### src/hw/ocm_defines.svh
// register offsets, field positions, reset values and counts of the over-range / clock-out block
`ifndef OCM_DEFINES_SVH
`define OCM_DEFINES_SVH

// byte addresses of the register words
`define OCM_ADDR_CTRL 5'h00
`define OCM_ADDR_THRESH 5'h04
`define OCM_ADDR_MINP 5'h08
`define OCM_ADDR_STATUS 5'h0C
`define OCM_ADDR_MASK 5'h10
`define OCM_ADDR_STATE 5'h14

// control word fields
`define OCM_CTRL_OVR_EN 0
`define OCM_CTRL_SEL_LO 1
`define OCM_CTRL_SEL_HI 2
`define OCM_CTRL_DIS 3
`define OCM_CTRL_W 4

// state word fields
`define OCM_STATE_SRC_LO 4
`define OCM_STATE_SRC_HI 5

// widths
`define OCM_SAMPLE_W 12
`define OCM_MINP_W 8
`define OCM_NCH 3

// reset values
`define OCM_CTRL_RST 4'h0
`define OCM_THRESH_RST 12'hFFF
`define OCM_MINP_RST 8'h01
`define OCM_FLAGS_RST 3'h0

`endif

### src/hw/ocm_pkg.sv
// types shared by the over-range / clock-out block
package ocm_pkg;

    // what drives the channel C pin
    typedef enum logic [1:0] {
        OCM_SRC_OVR = 2'b00,
        OCM_SRC_REPEAT = 2'b01,
        OCM_SRC_DIV2 = 2'b10,
        OCM_SRC_DIV4 = 2'b11
    } ocm_clksrc_t;

endpackage

### src/hw/ocm_chan_if.sv
// bundle between the top and one over-range pulse stretcher
`timescale 1ns/100ps
interface ocm_chan_if;
    logic [11:0] sample; // converter code of this channel
    logic [11:0] threshold; // shared trip level
    logic [7:0] min_pulse; // least high time in cycles
    logic active; // channel exists in this variant
    logic level; // stretched over-range level
    logic rise; // one-cycle pulse on assertion

    modport top (output sample, output threshold, output min_pulse, output active,
                 input level, input rise);
    modport chan (input sample, input threshold, input min_pulse, input active,
                  output level, output rise);
endinterface

### src/hw/ocm_top.sv
// over-range status pins with channel C clock-out mux and register slave
`timescale 1ns/100ps
`include "ocm_defines.svh"
module ocm_top
    import ocm_pkg::*;
#(
    parameter int NUM_CHANNELS = 4 // 1, 2 or 4 converter channels
) (
    input wire logic clk,
    input wire logic resetn,
    // register bus
    input wire logic [4:0] avs_address,
    input wire logic avs_read,
    input wire logic avs_write,
    input wire logic [31:0] avs_writedata,
    output logic [31:0] avs_readdata,
    output logic avs_waitrequest,
    output logic irq,
    // converter codes
    input wire logic [11:0] sample_a,
    input wire logic [11:0] sample_b,
    input wire logic [11:0] sample_c,
    // reference clock path and straps
    input wire logic ref_clk_diff,
    input wire logic ref_clk_se,
    input wire logic ref_select_se,
    input wire logic pll_enable,
    input wire logic power_down_pin,
    input wire logic [1:0] clock_output_select,
    // status and clock pins
    output logic overrange_out_a,
    output logic overrange_out_b,
    output logic overrange_or_clock_out_c,
    output logic reference_clock_repeat_out
);

    // effective source of the channel C pin
    function automatic ocm_clksrc_t ocm_eff_src(
        input logic [1:0] pins,
        input logic [`OCM_CTRL_W-1:0] ctrl,
        input logic pll_en
    );
        logic [1:0] sel;
        sel = ctrl[`OCM_CTRL_OVR_EN] ? ctrl[`OCM_CTRL_SEL_HI:`OCM_CTRL_SEL_LO] : pins;
        if (ctrl[`OCM_CTRL_DIS] || !pll_en) begin
            sel = 2'b00;
        end
        return ocm_clksrc_t'(sel);
    endfunction

    // the source choice is decoded in one place and used by the pin mux and the state
    // word alike, so the two never disagree about what the pin carries; the disable bit
    // and a low pll enable both force over-range use whatever the straps say
    // over-range timing, from the edge that sees a code above the trip level: the
    // stretcher level rises on that edge, the pin one edge after that, and the sticky
    // status bit with it; irq rises with them as it is registered from the next
    // status. the extra pin stage costs a cycle of latency but keeps every pin
    // straight off a flip-flop, so board logic sees no glitch from the mux
    // ---------------- per-channel stretchers ----------------
    logic [11:0] samples [`OCM_NCH]; // codes in channel order
    logic [`OCM_NCH-1:0] ch_level; // stretched levels
    logic [`OCM_NCH-1:0] ch_rise; // assertion pulses
    logic [`OCM_NCH-1:0] ch_active; // channels present in variant

    assign samples[0] = sample_a;
    assign samples[1] = sample_b;
    assign samples[2] = sample_c;
    assign ch_active[0] = 1'b1;
    assign ch_active[1] = (NUM_CHANNELS >= 2);
    assign ch_active[2] = (NUM_CHANNELS == 4);

    logic [`OCM_CTRL_W-1:0] ctrl_r, ctrl_nxt; // clock-out override and disable
    logic [11:0] thresh_r, thresh_nxt; // trip level
    logic [7:0] minp_r, minp_nxt; // minimum pulse in cycles

    // variants are a parameter, not logic: a channel the variant lacks keeps its
    // stretcher but holds it idle, so its over-range level and status bit stay low for good
    // one stretcher per channel, all sharing threshold and pulse length
    for (genvar i = 0; i < `OCM_NCH; i++) begin : g_ch
        ocm_chan_if ch_if ();
        assign ch_if.sample = samples[i];
        assign ch_if.threshold = thresh_r;
        assign ch_if.min_pulse = minp_r;
        assign ch_if.active = ch_active[i];
        assign ch_level[i] = ch_if.level;
        assign ch_rise[i] = ch_if.rise;
        ocm_stretch u_stretch (
            .clk(clk),
            .resetn(resetn),
            .bus(ch_if.chan)
        );
    end

    // ---------------- reference clock path ----------------
    // references are sampled as ordinary synchronous inputs; this limits the forwarded
    // clock to below half the block clock and gives it one block cycle of jitter, a
    // limitation users of the pin must accept. the divider counts rising edges of the
    // sampled reference, so bit 0 is half and bit 1 a quarter of its rate at no cost;
    // power down clears it so both divided clocks restart from a known phase
    logic ref_r, ref_nxt; // sample of the selected reference
    logic ref_prev_r, ref_prev_nxt; // previous sample, for edges
    logic [1:0] div_r, div_nxt; // reference rising-edge counter
    logic refo_r, refo_nxt; // repeat output
    ocm_clksrc_t src; // current channel C source

    assign src = ocm_eff_src(clock_output_select, ctrl_r, pll_enable);

    // pick reference and count its edges
    always_comb begin
        ref_nxt = ref_select_se ? ref_clk_se : ref_clk_diff;
        ref_prev_nxt = ref_r;
        div_nxt = div_r;
        refo_nxt = 1'b0;
        if (power_down_pin) begin
            div_nxt = 2'b00;
        end else begin
            if (ref_r && !ref_prev_r) begin
                div_nxt = div_r + 2'b01;
            end
            refo_nxt = pll_enable && ref_r;
        end
    end

    // the previous sample is the edge detector; both reset low, so a reference that
    // idles high out of reset gives one early count, harmless for a free clock
    // reference registers
    always_ff @(posedge clk) begin
        if (!resetn) begin
            ref_r <= 1'b0;
            ref_prev_r <= 1'b0;
            div_r <= 2'b00;
            refo_r <= 1'b0;
        end else begin
            ref_r <= ref_nxt;
            ref_prev_r <= ref_prev_nxt;
            div_r <= div_nxt;
            refo_r <= refo_nxt;
        end
    end

    // ---------------- output pins ----------------
    logic ora_r, ora_nxt; // channel A pin
    logic orb_r, orb_nxt; // channel B pin
    logic orc_r, orc_nxt; // channel C pin

    // pin C is the only shared pin: over-range level or one of three clocks, chosen every
    // cycle from the live straps, the control word and the enable. switching mid-period
    // can leave one short phase on the pin; the far side should skip the first few edges
    // after a change of source
    // pin mux; the straps are live so the clock runs without any write
    always_comb begin
        ora_nxt = ch_level[0];
        orb_nxt = ch_level[1];
        case (src)
            OCM_SRC_OVR: orc_nxt = ch_level[2];
            OCM_SRC_REPEAT: orc_nxt = ref_r;
            OCM_SRC_DIV2: orc_nxt = div_r[0];
            OCM_SRC_DIV4: orc_nxt = div_r[1];
            default: orc_nxt = ch_level[2];
        endcase
        if (src != OCM_SRC_OVR && power_down_pin) begin
            orc_nxt = 1'b0;
        end
    end

    // the pin stage is where over-range and clock meet; its reset keeps all pins low
    // until the first edge after release, so board logic never sees a stray pulse
    // pin registers
    always_ff @(posedge clk) begin
        if (!resetn) begin
            ora_r <= 1'b0;
            orb_r <= 1'b0;
            orc_r <= 1'b0;
        end else begin
            ora_r <= ora_nxt;
            orb_r <= orb_nxt;
            orc_r <= orc_nxt;
        end
    end

    assign overrange_out_a = ora_r;
    assign overrange_out_b = orb_r;
    assign overrange_or_clock_out_c = orc_r;
    assign reference_clock_repeat_out = refo_r;

    // ---------------- register slave ----------------
    // register map, 32-bit words at word-aligned byte addresses:
    //   0x00 control: bit 0 override enable, bits 2:1 override source, bit 3 clock disable
    //   0x04 trip level, 12 bits; codes strictly above it count as over-range
    //   0x08 minimum pulse in cycles, 8 bits; zero behaves as one
    //   0x0C sticky assertion events of A, B, C; write one to clear
    //   0x10 interrupt mask, same layout as the events
    //   0x14 read only: bits 2:0 the pins, bits 5:4 the effective pin C source
    // every access sees exactly one wait state: waitrequest drops for one cycle after the
    // request is seen, read data stand in that same cycle; a master may start its next
    // access on the edge after the answer, so back-to-back accesses take two cycles each
    logic wait_r, wait_nxt; // waitrequest, low for one answer cycle
    logic [31:0] rdata_r, rdata_nxt; // read data
    logic [2:0] status_r, status_nxt; // sticky over-range events
    logic [2:0] mask_r, mask_nxt; // interrupt enables
    logic irq_r, irq_nxt; // interrupt level
    logic req; // request pending
    logic wr_take; // write lands this edge

    assign req = avs_read || avs_write;
    // a write is committed only on the edge that sees waitrequest low
    assign wr_take = avs_write && !wait_r;

    // bus handshake, register writes, status and interrupt
    always_comb begin
        wait_nxt = 1'b1;
        rdata_nxt = rdata_r;
        ctrl_nxt = ctrl_r;
        thresh_nxt = thresh_r;
        minp_nxt = minp_r;
        mask_nxt = mask_r;
        status_nxt = status_r;
        // answer one cycle after the request is seen
        if (req && wait_r) begin
            wait_nxt = 1'b0;
            rdata_nxt = 32'h0000_0000;
            if (avs_read) begin
                if (avs_address == `OCM_ADDR_CTRL) begin
                    rdata_nxt[`OCM_CTRL_W-1:0] = ctrl_r;
                end else if (avs_address == `OCM_ADDR_THRESH) begin
                    rdata_nxt[11:0] = thresh_r;
                end else if (avs_address == `OCM_ADDR_MINP) begin
                    rdata_nxt[7:0] = minp_r;
                end else if (avs_address == `OCM_ADDR_STATUS) begin
                    rdata_nxt[2:0] = status_r;
                end else if (avs_address == `OCM_ADDR_MASK) begin
                    rdata_nxt[2:0] = mask_r;
                end else if (avs_address == `OCM_ADDR_STATE) begin
                    rdata_nxt[2:0] = {orc_r, orb_r, ora_r};
                    rdata_nxt[`OCM_STATE_SRC_HI:`OCM_STATE_SRC_LO] = src;
                end
                // unmapped addresses read as zero
            end
        end
        // writes land only on the edge that samples waitrequest low, never while the
        // master still waits, so a held request cannot be applied twice
        if (wr_take) begin
            if (avs_address == `OCM_ADDR_CTRL) begin
                ctrl_nxt = avs_writedata[`OCM_CTRL_W-1:0];
            end else if (avs_address == `OCM_ADDR_THRESH) begin
                thresh_nxt = avs_writedata[11:0];
            end else if (avs_address == `OCM_ADDR_MINP) begin
                minp_nxt = avs_writedata[7:0];
            end else if (avs_address == `OCM_ADDR_STATUS) begin
                status_nxt = status_r & ~avs_writedata[2:0]; // write one to clear
            end else if (avs_address == `OCM_ADDR_MASK) begin
                mask_nxt = avs_writedata[2:0];
            end
            // unmapped writes are dropped
        end
        // a new event beats a clear in the same cycle
        status_nxt = status_nxt | ch_rise;
        irq_nxt = |(status_nxt & mask_nxt);
    end

    // slave state resets to a quiet block: nothing trips with the trip level at its top,
    // no event is pending, no interrupt is enabled and the straps alone decide pin C
    // slave registers
    always_ff @(posedge clk) begin
        if (!resetn) begin
            wait_r <= 1'b1;
            rdata_r <= 32'h0000_0000;
            ctrl_r <= `OCM_CTRL_RST;
            thresh_r <= `OCM_THRESH_RST;
            minp_r <= `OCM_MINP_RST;
            status_r <= `OCM_FLAGS_RST;
            mask_r <= `OCM_FLAGS_RST;
            irq_r <= 1'b0;
        end else begin
            wait_r <= wait_nxt;
            rdata_r <= rdata_nxt;
            ctrl_r <= ctrl_nxt;
            thresh_r <= thresh_nxt;
            minp_r <= minp_nxt;
            status_r <= status_nxt;
            mask_r <= mask_nxt;
            irq_r <= irq_nxt;
        end
    end

    assign avs_waitrequest = wait_r;
    assign avs_readdata = rdata_r;
    assign irq = irq_r;
endmodule // ocm_top

### src/hw/ocm_stretch.sv
// one channel over-range detector with minimum pulse stretching
`timescale 1ns/100ps
`include "ocm_defines.svh"
module ocm_stretch
    import ocm_pkg::*;
(
    input wire logic clk,
    input wire logic resetn,
    ocm_chan_if.chan bus
);
    logic level_r, level_nxt; // stretched output
    logic rise_r, rise_nxt; // assertion event
    logic [`OCM_MINP_W-1:0] cnt_r, cnt_nxt; // cycles still owed after assertion
    logic over; // input beyond trip level

    // strict compare: equal to threshold is not over-range
    assign over = bus.active && (bus.sample > bus.threshold);

    // next level and hold counter
    always_comb begin
        level_nxt = level_r;
        cnt_nxt = cnt_r;
        rise_nxt = 1'b0;
        if (!level_r) begin
            if (over) begin
                level_nxt = 1'b1;
                rise_nxt = 1'b1;
                // zero is taken as one cycle, avoids wrap of the counter
                cnt_nxt = (bus.min_pulse == 8'h00) ? 8'h00 : bus.min_pulse - 8'h01;
            end
        end else begin
            if (cnt_r != 8'h00) begin
                cnt_nxt = cnt_r - 8'h01;
            end
            level_nxt = over || (cnt_r != 8'h00);
        end
    end

    // registers only
    always_ff @(posedge clk) begin
        if (!resetn) begin
            level_r <= 1'b0;
            rise_r <= 1'b0;
            cnt_r <= 8'h00;
        end else begin
            level_r <= level_nxt;
            rise_r <= rise_nxt;
            cnt_r <= cnt_nxt;
        end
    end

    assign bus.level = level_r;
    assign bus.rise = rise_r;
endmodule // ocm_stretch

### config.mk
export PLATFORM = sky130hd
export DESIGN_NAME = ocm_top
export DESIGN_NICKNAME = d
export VERILOG_FILES = /design/src/hw/ocm_pkg.sv /design/src/hw/ocm_chan_if.sv /design/src/hw/ocm_top.sv /design/src/hw/ocm_stretch.sv
export VERILOG_INCLUDE_DIRS = /design/src /design/src/hw
export SDC_FILE = /design/constraint.sdc
export NUM_CORES = 1
export LEC_CHECK = 0
export ABC_AREA = 1
export BUFFER_PORTS_ARGS = -buffer_cell sky130_fd_sc_hd__buf_2
export CORE_MARGIN = 2
export CORE_UTILIZATION = 45
export CTS_CLUSTER_DIAMETER = 150
export CTS_CLUSTER_SIZE = 8
export DETAILED_ROUTE_END_ITERATION = 8
export GPL_TIMING_DRIVEN = 0
export PLACE_DENSITY_LB_ADDON = 0.3
export SLEW_MARGIN = 30
export SYNTH_ARGS = -nofsm -noshare
export SYNTH_HDL_FRONTEND = slang
export SYNTH_HIERARCHICAL = 1
export SYNTH_SLANG_ARGS = --single-unit
### constraint.sdc
create_clock -name clk -period 3.15 [get_ports clk]
set_clock_uncertainty 0.1 [all_clocks]
set_input_delay 0.63 -clock clk [delete_from_list [all_inputs] [get_ports clk]]
set_output_delay 0.63 -clock clk [all_outputs]
set_load 0.02 [all_outputs]
; ---- Word-level counts from Yosys, hierarchy flattened
; Index checks and enable logic that the tools add are counted.
[word_totals]
input_bits = 84
ff_bits = 82
output_inout_bits = 38
[classes]
reduce_logical = 35
add_sub_neg = 5
n_eq_ne = 11
n_mux = 47
bitwise_logic = 7
magnitude_cmp = 3
[ops]
columns = cell, count
row1 = 2-to-1 mux 8 bit, 12
row2 = 2-to-1 mux 3 bit, 15
row3 = greater-than comparator 12 bit, 3
row4 = subtractor 8 x 1 -> 8 bit (second input constant), 4
row5 = nonzero test 8 bit, 3
row6 = 2-to-1 mux 2 bit, 7
row7 = 2-to-1 mux 12 bit, 1
row8 = == test 5 x 4 -> 1 bit (second input constant), 2
row9 = == test 5 bit (second input constant), 2
row10 = OR reduction 2 bit, 5
row11 = 2-to-1 mux 1 bit, 9
row12 = zero test 8 bit, 1
row13 = 2-to-1 mux 4 bit, 2
row14 = AND reduction 2 bit, 4
row15 = nonzero test 2 bit, 4
row16 = AND 3 bit, 2
row17 = inequality test 2 bit (second input constant), 3
row18 = == test 5 x 3 -> 1 bit (second input constant), 1
row19 = logical AND 1 bit, 5
row20 = zero test 5 bit, 1
row21 = logical OR 1 bit, 5
row22 = == test 2 bit (second input constant), 2
row23 = case mux 1 bit (4 select lines), 1
row24 = AND reduction 4 bit, 1
row25 = 9 further kinds, 13

; ---- Longest topological paths before layout
; Gate-level depths: netlist of run 1.
[depth]
depth_word = 10
mapped_depth = 14
depth_no_buf = 13

; ---- Modules after synthesis
; The synthesis of run 1 kept the hierarchy.
[modules_own_cells]
columns = mod, cells_per_inst, area_each_um2, seq_area_each_um2, n_inst
row1 = ocm_stretch, 194, 1131.1, 200.2, 3
row2 = ocm_top, 349, 2469.9, 1041.0, 1

; ---- Worst setup path after synthesis of run 1
; OpenSTA, ideal clock, no wires.
[synth_path]
path_type = input to register
from = input port sample_a[11]
to = register g_ch[0].u_stretch.cnt_r[0]
arrival_time_ps = 1810
required_ps = 2935
slack_ps = 1125
path_stages = 11
setup_time_ps = 115
cell_sequence = ha_1 nand2_1 nor2_1 nand2_1 inv_1 nand2_1 nand3_1 nand3_2 buf_2 a21oi_1 nor2_1
[synth_between]
elab_chain_cells = 3
[synth_lines]
columns = element, line
row1 = start: declaration, ocm_top.sv:20  ; input wire logic [11:0] sample_a,
row2 = greater-than comparator 12 bit, ocm_stretch.sv:17  ; assign over = bus.active && (bus.sample > bus.threshold);
row3 = nonzero test 2 bit (no source line), --
row4 = AND reduction 2 bit (no source line), --
row5 = end signal: assignment, ocm_stretch.sv:48  ; cnt_r <= cnt_nxt;
row6 = end: declaration, ocm_stretch.sv:13  ; logic [`OCM_MINP_W-1:0] cnt_r, cnt_nxt;
; Every way passes these cells.
; A chain may end at the register's enable or synchronous reset.

; ---- Worst setup path after layout of run 1
[layout_path]
from = register thresh_r[11] (netlist: g_ch[0].ch_if.threshold[11])
to = register g_ch[2].u_stretch.cnt_r[4]
[layout_between]
elab_chain_cells = 3
[layout_lines]
columns = element, line
row1 = start: declaration, ocm_top.sv:73  ; logic [11:0] thresh_r, thresh_nxt;
row2 = start signal: assignment, ocm_top.sv:269  ; thresh_r <= `OCM_THRESH_RST;
row3 = start signal: assignment, ocm_top.sv:278  ; thresh_r <= thresh_nxt;
row4 = greater-than comparator 12 bit, ocm_stretch.sv:17
row5 = nonzero test 2 bit (no source line), --
row6 = AND reduction 2 bit (no source line), --
row7 = end signal: assignment, ocm_stretch.sv:48
row8 = end: declaration, ocm_stretch.sv:13
; Every way passes these cells.

==> results of run 1 <==
[cell families after synthesis]
group / count (synthesis) / synth area share, %
xor gates and xnor gates: 6 / 0.896
buffers and inverters: 200 / 14.9
DFF: 82 / 28.0
other: 2 / 0.128
AOI/OAI and AO/OA: 136 / 12.9
and+or+nand+nor: 463 / 34.2
adders and majority gates: 42 / 8.96
[path summary, 6_finish.rpt]
check	startpoint	endpoint	slack (ns)	depth (start not counted)
hold / removal	g_ch[0].u_stretch/bus.level	overrange_out_a	0.33	2
setup / recovery	g_ch[0].ch_if.threshold[11]	g_ch[2].u_stretch/cnt_r[4]	0.91	12
setup reg to reg	g_ch[0].ch_if.threshold[11]	g_ch[2].u_stretch/cnt_r[4]	0.91	12
hold reg to reg	g_ch[0].u_stretch/bus.level	overrange_out_a	0.33	2
[critical path, stage by stage, from the launching register on]
cell     delay, ns
dfxtp_1       0.43
inv_1         0.07
ha_1          0.29
nand2_1       0.07
nor2_1        0.15
nand2_1       0.07
inv_1         0.07
nand2_1       0.05
nand3_1       0.15
nand3_2       0.20
buf_2         0.25
a21oi_1       0.16
nor2_1        0.06
[flip-flops by register name, indices dropped and copies added, names as in the netlist]
name / count
g_ch.u_stretch/bus.level: 3
irq: 1
ctrl_r: 4
g_ch.ch_if.min_pulse: 8
mask_r: 3
ref_prev_r: 1
ref_prev_nxt: 1
avs_waitrequest: 1
overrange_out_a: 1
overrange_or_clock_out_c: 1
overrange_out_b: 1
reference_clock_repeat_out: 1
g_ch.u_stretch/bus.rise: 3
avs_readdata: 12
div_r: 2
g_ch.u_stretch/cnt_r: 24
status_r: 3
g_ch.ch_if.threshold: 12
[area by class of cell]
cell class | instances | area (um2)
buffer | 41 | 279
sequential | 82 | 1640
inverter | 159 | 597
clock buffer | 9 | 225
clock inverter | 7 | 76.3
multi-input combinational | 670 | 3420
timing repair buffer | 81 | 405
tap | 172 | 215
fill | 1324 | 5810
[routing by layer]
metal / up-vias / track usage [%]
met4: 0 / 6.17
met1: 2605 / 29.5
met5: - / 0
met3: 19 / 3.43
li1: 3145 / -
met2: 152 / 34.8
[stage by stage]
step                hold WS, ns  std cells  util [%]
finish                    0.335       1221      54.2
global placement          0.317       1205      51.8
floorplan                 0.308        952         -
detailed placement        0.328       1205      51.8
CTS                       0.337       1221      54.2
global route              0.350       1221      54.2
[power groups by stage]
stage	Clock (uW)	Sequential [uW]	Combinational, uW
2_1_floorplan	0	1080	148
3_3_place_gp	0	1080	231
5_1_grt	1120	1050	265
6_report	1060	1050	236
4_1_cts	1090	1050	234
3_5_place_dp	0	1080	233
[layout by cell type, fill, tap and decap left out, types with 4 or more instances in the layout]
cell	instances
o21ai_0	43
buf_2	91
nand3_1	74
nand2_1	236
buf_6	4
nor2_1	106
nor2_2	10
nand4_1	15
nor3_1	7
o22ai_1	6
clkbuf_16	9
ha_1	42
conb_1	23
a21oi_1	69
nand3_2	6
dfxtp_1	82
o31ai_1	4
buf_4	22
clkbuf_1	5
inv_1	155
==> results.ini, run 1 <==
[synthesis]
synthCells=931
synthArstFlopShare_pct=0
synth_cell_types=35
syn_area_um2=5860
syn-mean-instance-area_um2=6.30
synthTopCellsByArea=dfxtp_1, nand2_1, inv_1, ha_1, nor2_1
ys_ff_latch=82
yosysWarnings=6
ys_seq_area_share_pct=28.0
synth_top_area_share_pct=28.0
synth.most_common_cell=nand2_1
synth_edf_count=0
yosys.area.top_type=dfxtp_1
synth_ff_type=dfxtp_1
synthTopCellsByCount=nand2_1, inv_1, nor2_1

[layout]
area_growth_pct=17.1
diodes=0
final_nets=1170
design_area_um2=6860
drive_gt1_share_pct=15.3

[timing]
worst_pin_slew_ns=0.634
fin_ws_ns=0.909
slew-limit-headroom_pct=57.4
tns_ns=0
grt_setup_unrepaired=no
min_period_ns=2.24
setup_viol=0
timing.fmax_mhz=446
fin_crit_sh_pct=71.1
maxSlewViolCount=0
finalHoldViolations=0

[drt]
wl_met3_um=762
wl_um=14800
wl_met2_um=6580
drt-initial-drc-count=470
vias=5921
wl_met1_um=7210
remaining_drc_errors=0
drt_pass1_iterations=7
vias_per_cell=4.85
wl_per_cell_um=12.1
ant_nets=0
top_layer=met4

[place]
dp_slack_ns=0.664
portBuffers=81
dp_hpwl_um=11300
gp_congestion=0.898
place_area_um2=6560

[clock_tree]
h-tree-depth=3
postCtsSetupBuffers=0
clk_pin_slew_ns=0.07
clkLatencyLatePin_ns=0.35
cts_max_path_buffers=2
cts_tree=yes
postCtsHoldBufs=0
clkSinkCount=82
cts_resized=0
cts.root.buffer_cell=clkbuf_16
cts-buffers-inserted=9

[power]
p_sw_share_pct=27.6
intPower_uw=1700
p_clk_share_pct=45.1
power_density_nw_per_um2=342
p_comb_share_pct=10.1
vdd_ir_drop_max_mv=0.275
p_switching_uw=648
pwr-share-seq_pct=44.8
power.leakage_uw=0.00407
design_power_total_uw=2350

[critical_path]
setup.worst_path.class=flop to flop
worstPathMaxFanout=10
cp_data_required_time_ns=3.29
cp.arrival_ns=2.38
cp-end-kind=flop
setup.worst_path.start_class=flop

[floorplan]
core_area_um2=12700
die-area_um2=14000
dieWidth_um=118
rows=41
start_util_pct=46.3
fp.dieH_um=118
ioPinCount=122

[min_path]
hold_path.class=flop to flop

[global_routing]
antenna_found_initial=0
grt_max_degree=19
overflow=0
grt_pass1_wl_um=24700
track_usage_pct=21.5
grt_pass1_vias=5181

[outcome]
status=finished clean

[flow_run]
cap_viol_max_count=0

Power figures use the tool's default switching activity.
==> run 2, diff against run 1 <==
Clock period 3.15 ns to 2.01 ns, I/O delays scaled along.
==> run 2 against run 1 <==
Compared with the run above:
- register-to-register slack worse by 0.84 ns
- final area up 5.2%
- sequential share of layout area down 0.77 points
- clock power up 58%
- worst setup slack worse by 0.84 ns
- worst hold slack worse by 0.21 ns
- via count up 3.1%
- combinational power up 64%
- sequential power up 56%
- global-route usage down 0.14 points
- die area unchanged
- core utilization up 2.8 points
- critical path type unchanged
- critical endpoint is now g_ch[1].u_stretch/cnt_r[2]
- largest power group unchanged
==> results.ini, run 2 (synthesis gave the netlist of run 1 again) <==
[critical_path]
cp_data_required_time_ns=2.15  ; -1.14 ns
cp-end-kind=flop
startpoint=g_ch[1].u_stretch/cnt_r[0]
cp.arrival_ns=2.09  ; -0.29 ns
reg2reg_depth=12  ; unchanged
worstPathMaxFanout=5  ; -5
crit-reg2reg-launch=g_ch[1].u_stretch/cnt_r[0]
setup.worst_path.class=flop to flop
setup.worst_path.start_class=flop

[floorplan]
rows=41  ; unchanged
dieWidth_um=118  ; unchanged
start_util_pct=46.3  ; unchanged
fp.dieH_um=118  ; unchanged
ioPinCount=122  ; unchanged
core_area_um2=12700  ; unchanged
die-area_um2=14000  ; unchanged

[power]
p_comb_share_pct=10.4  ; +0.3 points
pwr-share-seq_pct=44.4  ; -0.4 points
power.leakage_uw=0.00416  ; +2.1%
power_density_nw_per_um2=512  ; +50%
p_sw_share_pct=28.1  ; +0.46 points
p_clk_share_pct=45.2  ; about the same
p_switching_uw=1040  ; +60%
intPower_uw=2660  ; +57%
vdd_ir_drop_max_mv=0.456  ; +66%

[drt]
wl_per_cell_um=12.6  ; +3.9%
remaining_drc_errors=0  ; unchanged
drt_pass1_iterations=5  ; -2
vias_per_cell=4.93  ; +1.7%
ant_nets=0  ; unchanged
wl_um=15600  ; +5.3%
vias=6106  ; +3.1%
drt-initial-drc-count=414  ; -12%

[global_routing]
met3_usage_pct=3.43  ; unchanged
grt_busiest_layer=met2
antenna_found_initial=0  ; unchanged
gr-usage-met2_pct=34.6  ; -0.18 points
grt_pass1_wl_um=24600  ; -0.61%
overflow=0  ; unchanged
track_usage_pct=21.4  ; -0.14 points
grt_max_degree=19  ; unchanged
grt_pass1_vias=5181  ; unchanged
use_met1_pct=29.2  ; -0.36 points

[min_path]
hp-start=power_down_pin
holdPathStages=2  ; unchanged
hold_path.class=input port to flop

[timing]
fin_crit_sh_pct=96.6  ; +25 points
timing.fmax_mhz=515  ; +15%
worst_pin_slew_ns=0.632  ; -0.00143 ns
min_period_ns=1.94  ; -0.299 ns
slew-limit-headroom_pct=57.5  ; +0.096 points
setup_viol=0  ; unchanged
tns_ns=0  ; unchanged
finalHoldViolations=0  ; unchanged
grt_setup_unrepaired=yes
maxSlewViolCount=0  ; unchanged

[layout]
largest_reg_flops=24  ; unchanged
instances_no_fill=1238  ; +1.4%
final_nets=1187  ; +1.5%
drive_gt1_share_pct=20.4  ; +5.0 points
fillers=1288  ; -2.7%
area_growth_pct=23.1
top_register=g_ch.u_stretch/cnt_r
final_common_cell=nand2_1
diodes=0  ; unchanged
final_cell_mix=nand2_1, inv_1, nor2_1

[place]
placed_cells=1205  ; unchanged
gp_congestion=0.898  ; unchanged
portBuffers=81  ; unchanged
dp_hpwl_um=11300  ; unchanged

[clock_tree]
cts_max_path_buffers=2  ; unchanged
cts_tree=yes
cts.root.buffer_cell=clkbuf_16
h-tree-depth=3  ; unchanged
clk_pin_slew_ns=0.07  ; about the same
clkSinkCount=82  ; unchanged
cts-buffers-inserted=9  ; unchanged
clkLatencyLatePin_ns=0.35  ; about the same

[flow_run]
cap_viol_max_count=0  ; unchanged

[outcome]
status=finished clean

-- run 2: through the flow --
stage	instance area, um2	setup slack (ns)	utilization (%)	power [uW]	hold slack (ns)
finish	7220	0.0685	57.0	3700	0.124
detailed placement	6560	-0.248	51.8	2050	0.328
global route	7220	-0.0305	57.0	3830	0.122
global placement	6560	-0.229	51.8	2050	0.317
floorplan	5940	0.207	-	1920	0.308
CTS	6910	0.0112	54.5	3710	0.115
-- run 2: power groups by stage --
stage	clock (uW)	combinational [uW]	sequential, uW
3_5_place_dp	0	365	1680
4_1_cts	1700	369	1640
5_1_grt	1760	432	1640
3_3_place_gp	0	361	1680
6_report	1670	386	1640
2_1_floorplan	0	232	1690
-- run 2: final timing paths --
kind | end | slack [ns]
max | g_ch[1].u_stretch/cnt_r[2] | 0.07
min | reference_clock_repeat_out | 0.12
max reg2reg | g_ch[1].u_stretch/cnt_r[2] | 0.07
min reg2reg | overrange_out_a | 0.34
-- run 2: critical path, stage by stage, from the launching register on --
cell and delay, ns:
dfxtp_1 0.33, inv_2 0.08, ha_4 0.12, inv_1 0.06
nor2_4 0.14, nand2_1 0.07, nor2_2 0.16, nand3_2 0.15
o21ai_4 0.27, buf_6 0.16, nand3_1 0.08, nand2_1 0.07
nor2_1 0.04
-- run 2: routing by layer --
layer / up-vias / routed length [um] / part of all wire (%)
met2: 158 / 7130 / 46
met1: 2727 / 7300 / 47
met4: 0 / 279 / 1.8
li1: 3196 / - / -
met3: 25 / 878 / 5.6
met5: - / 0 / 0
-- run 2: final cells by class --
cell class	instances	area, um2	area share, %
multi-input combinational	675	3650	50.6
timing repair buffer	95	505	7.00
buffer	39	279	3.87
tap	172	215	2.98
clock inverter	7	76.3	1.06
clock buffer	9	225	3.12
inverter	159	597	8.27
sequential	82	1670	23.1
-- run 2: what timing repair did --
item	4_1_cts	5_1_grt
cloned	0	8
resized for setup	18	43
setup endpoints to repair	27	26
setup buffers	0	11
endpoints found under the hold margin	0	0
hold buffers	0	0
pin swaps	2	11
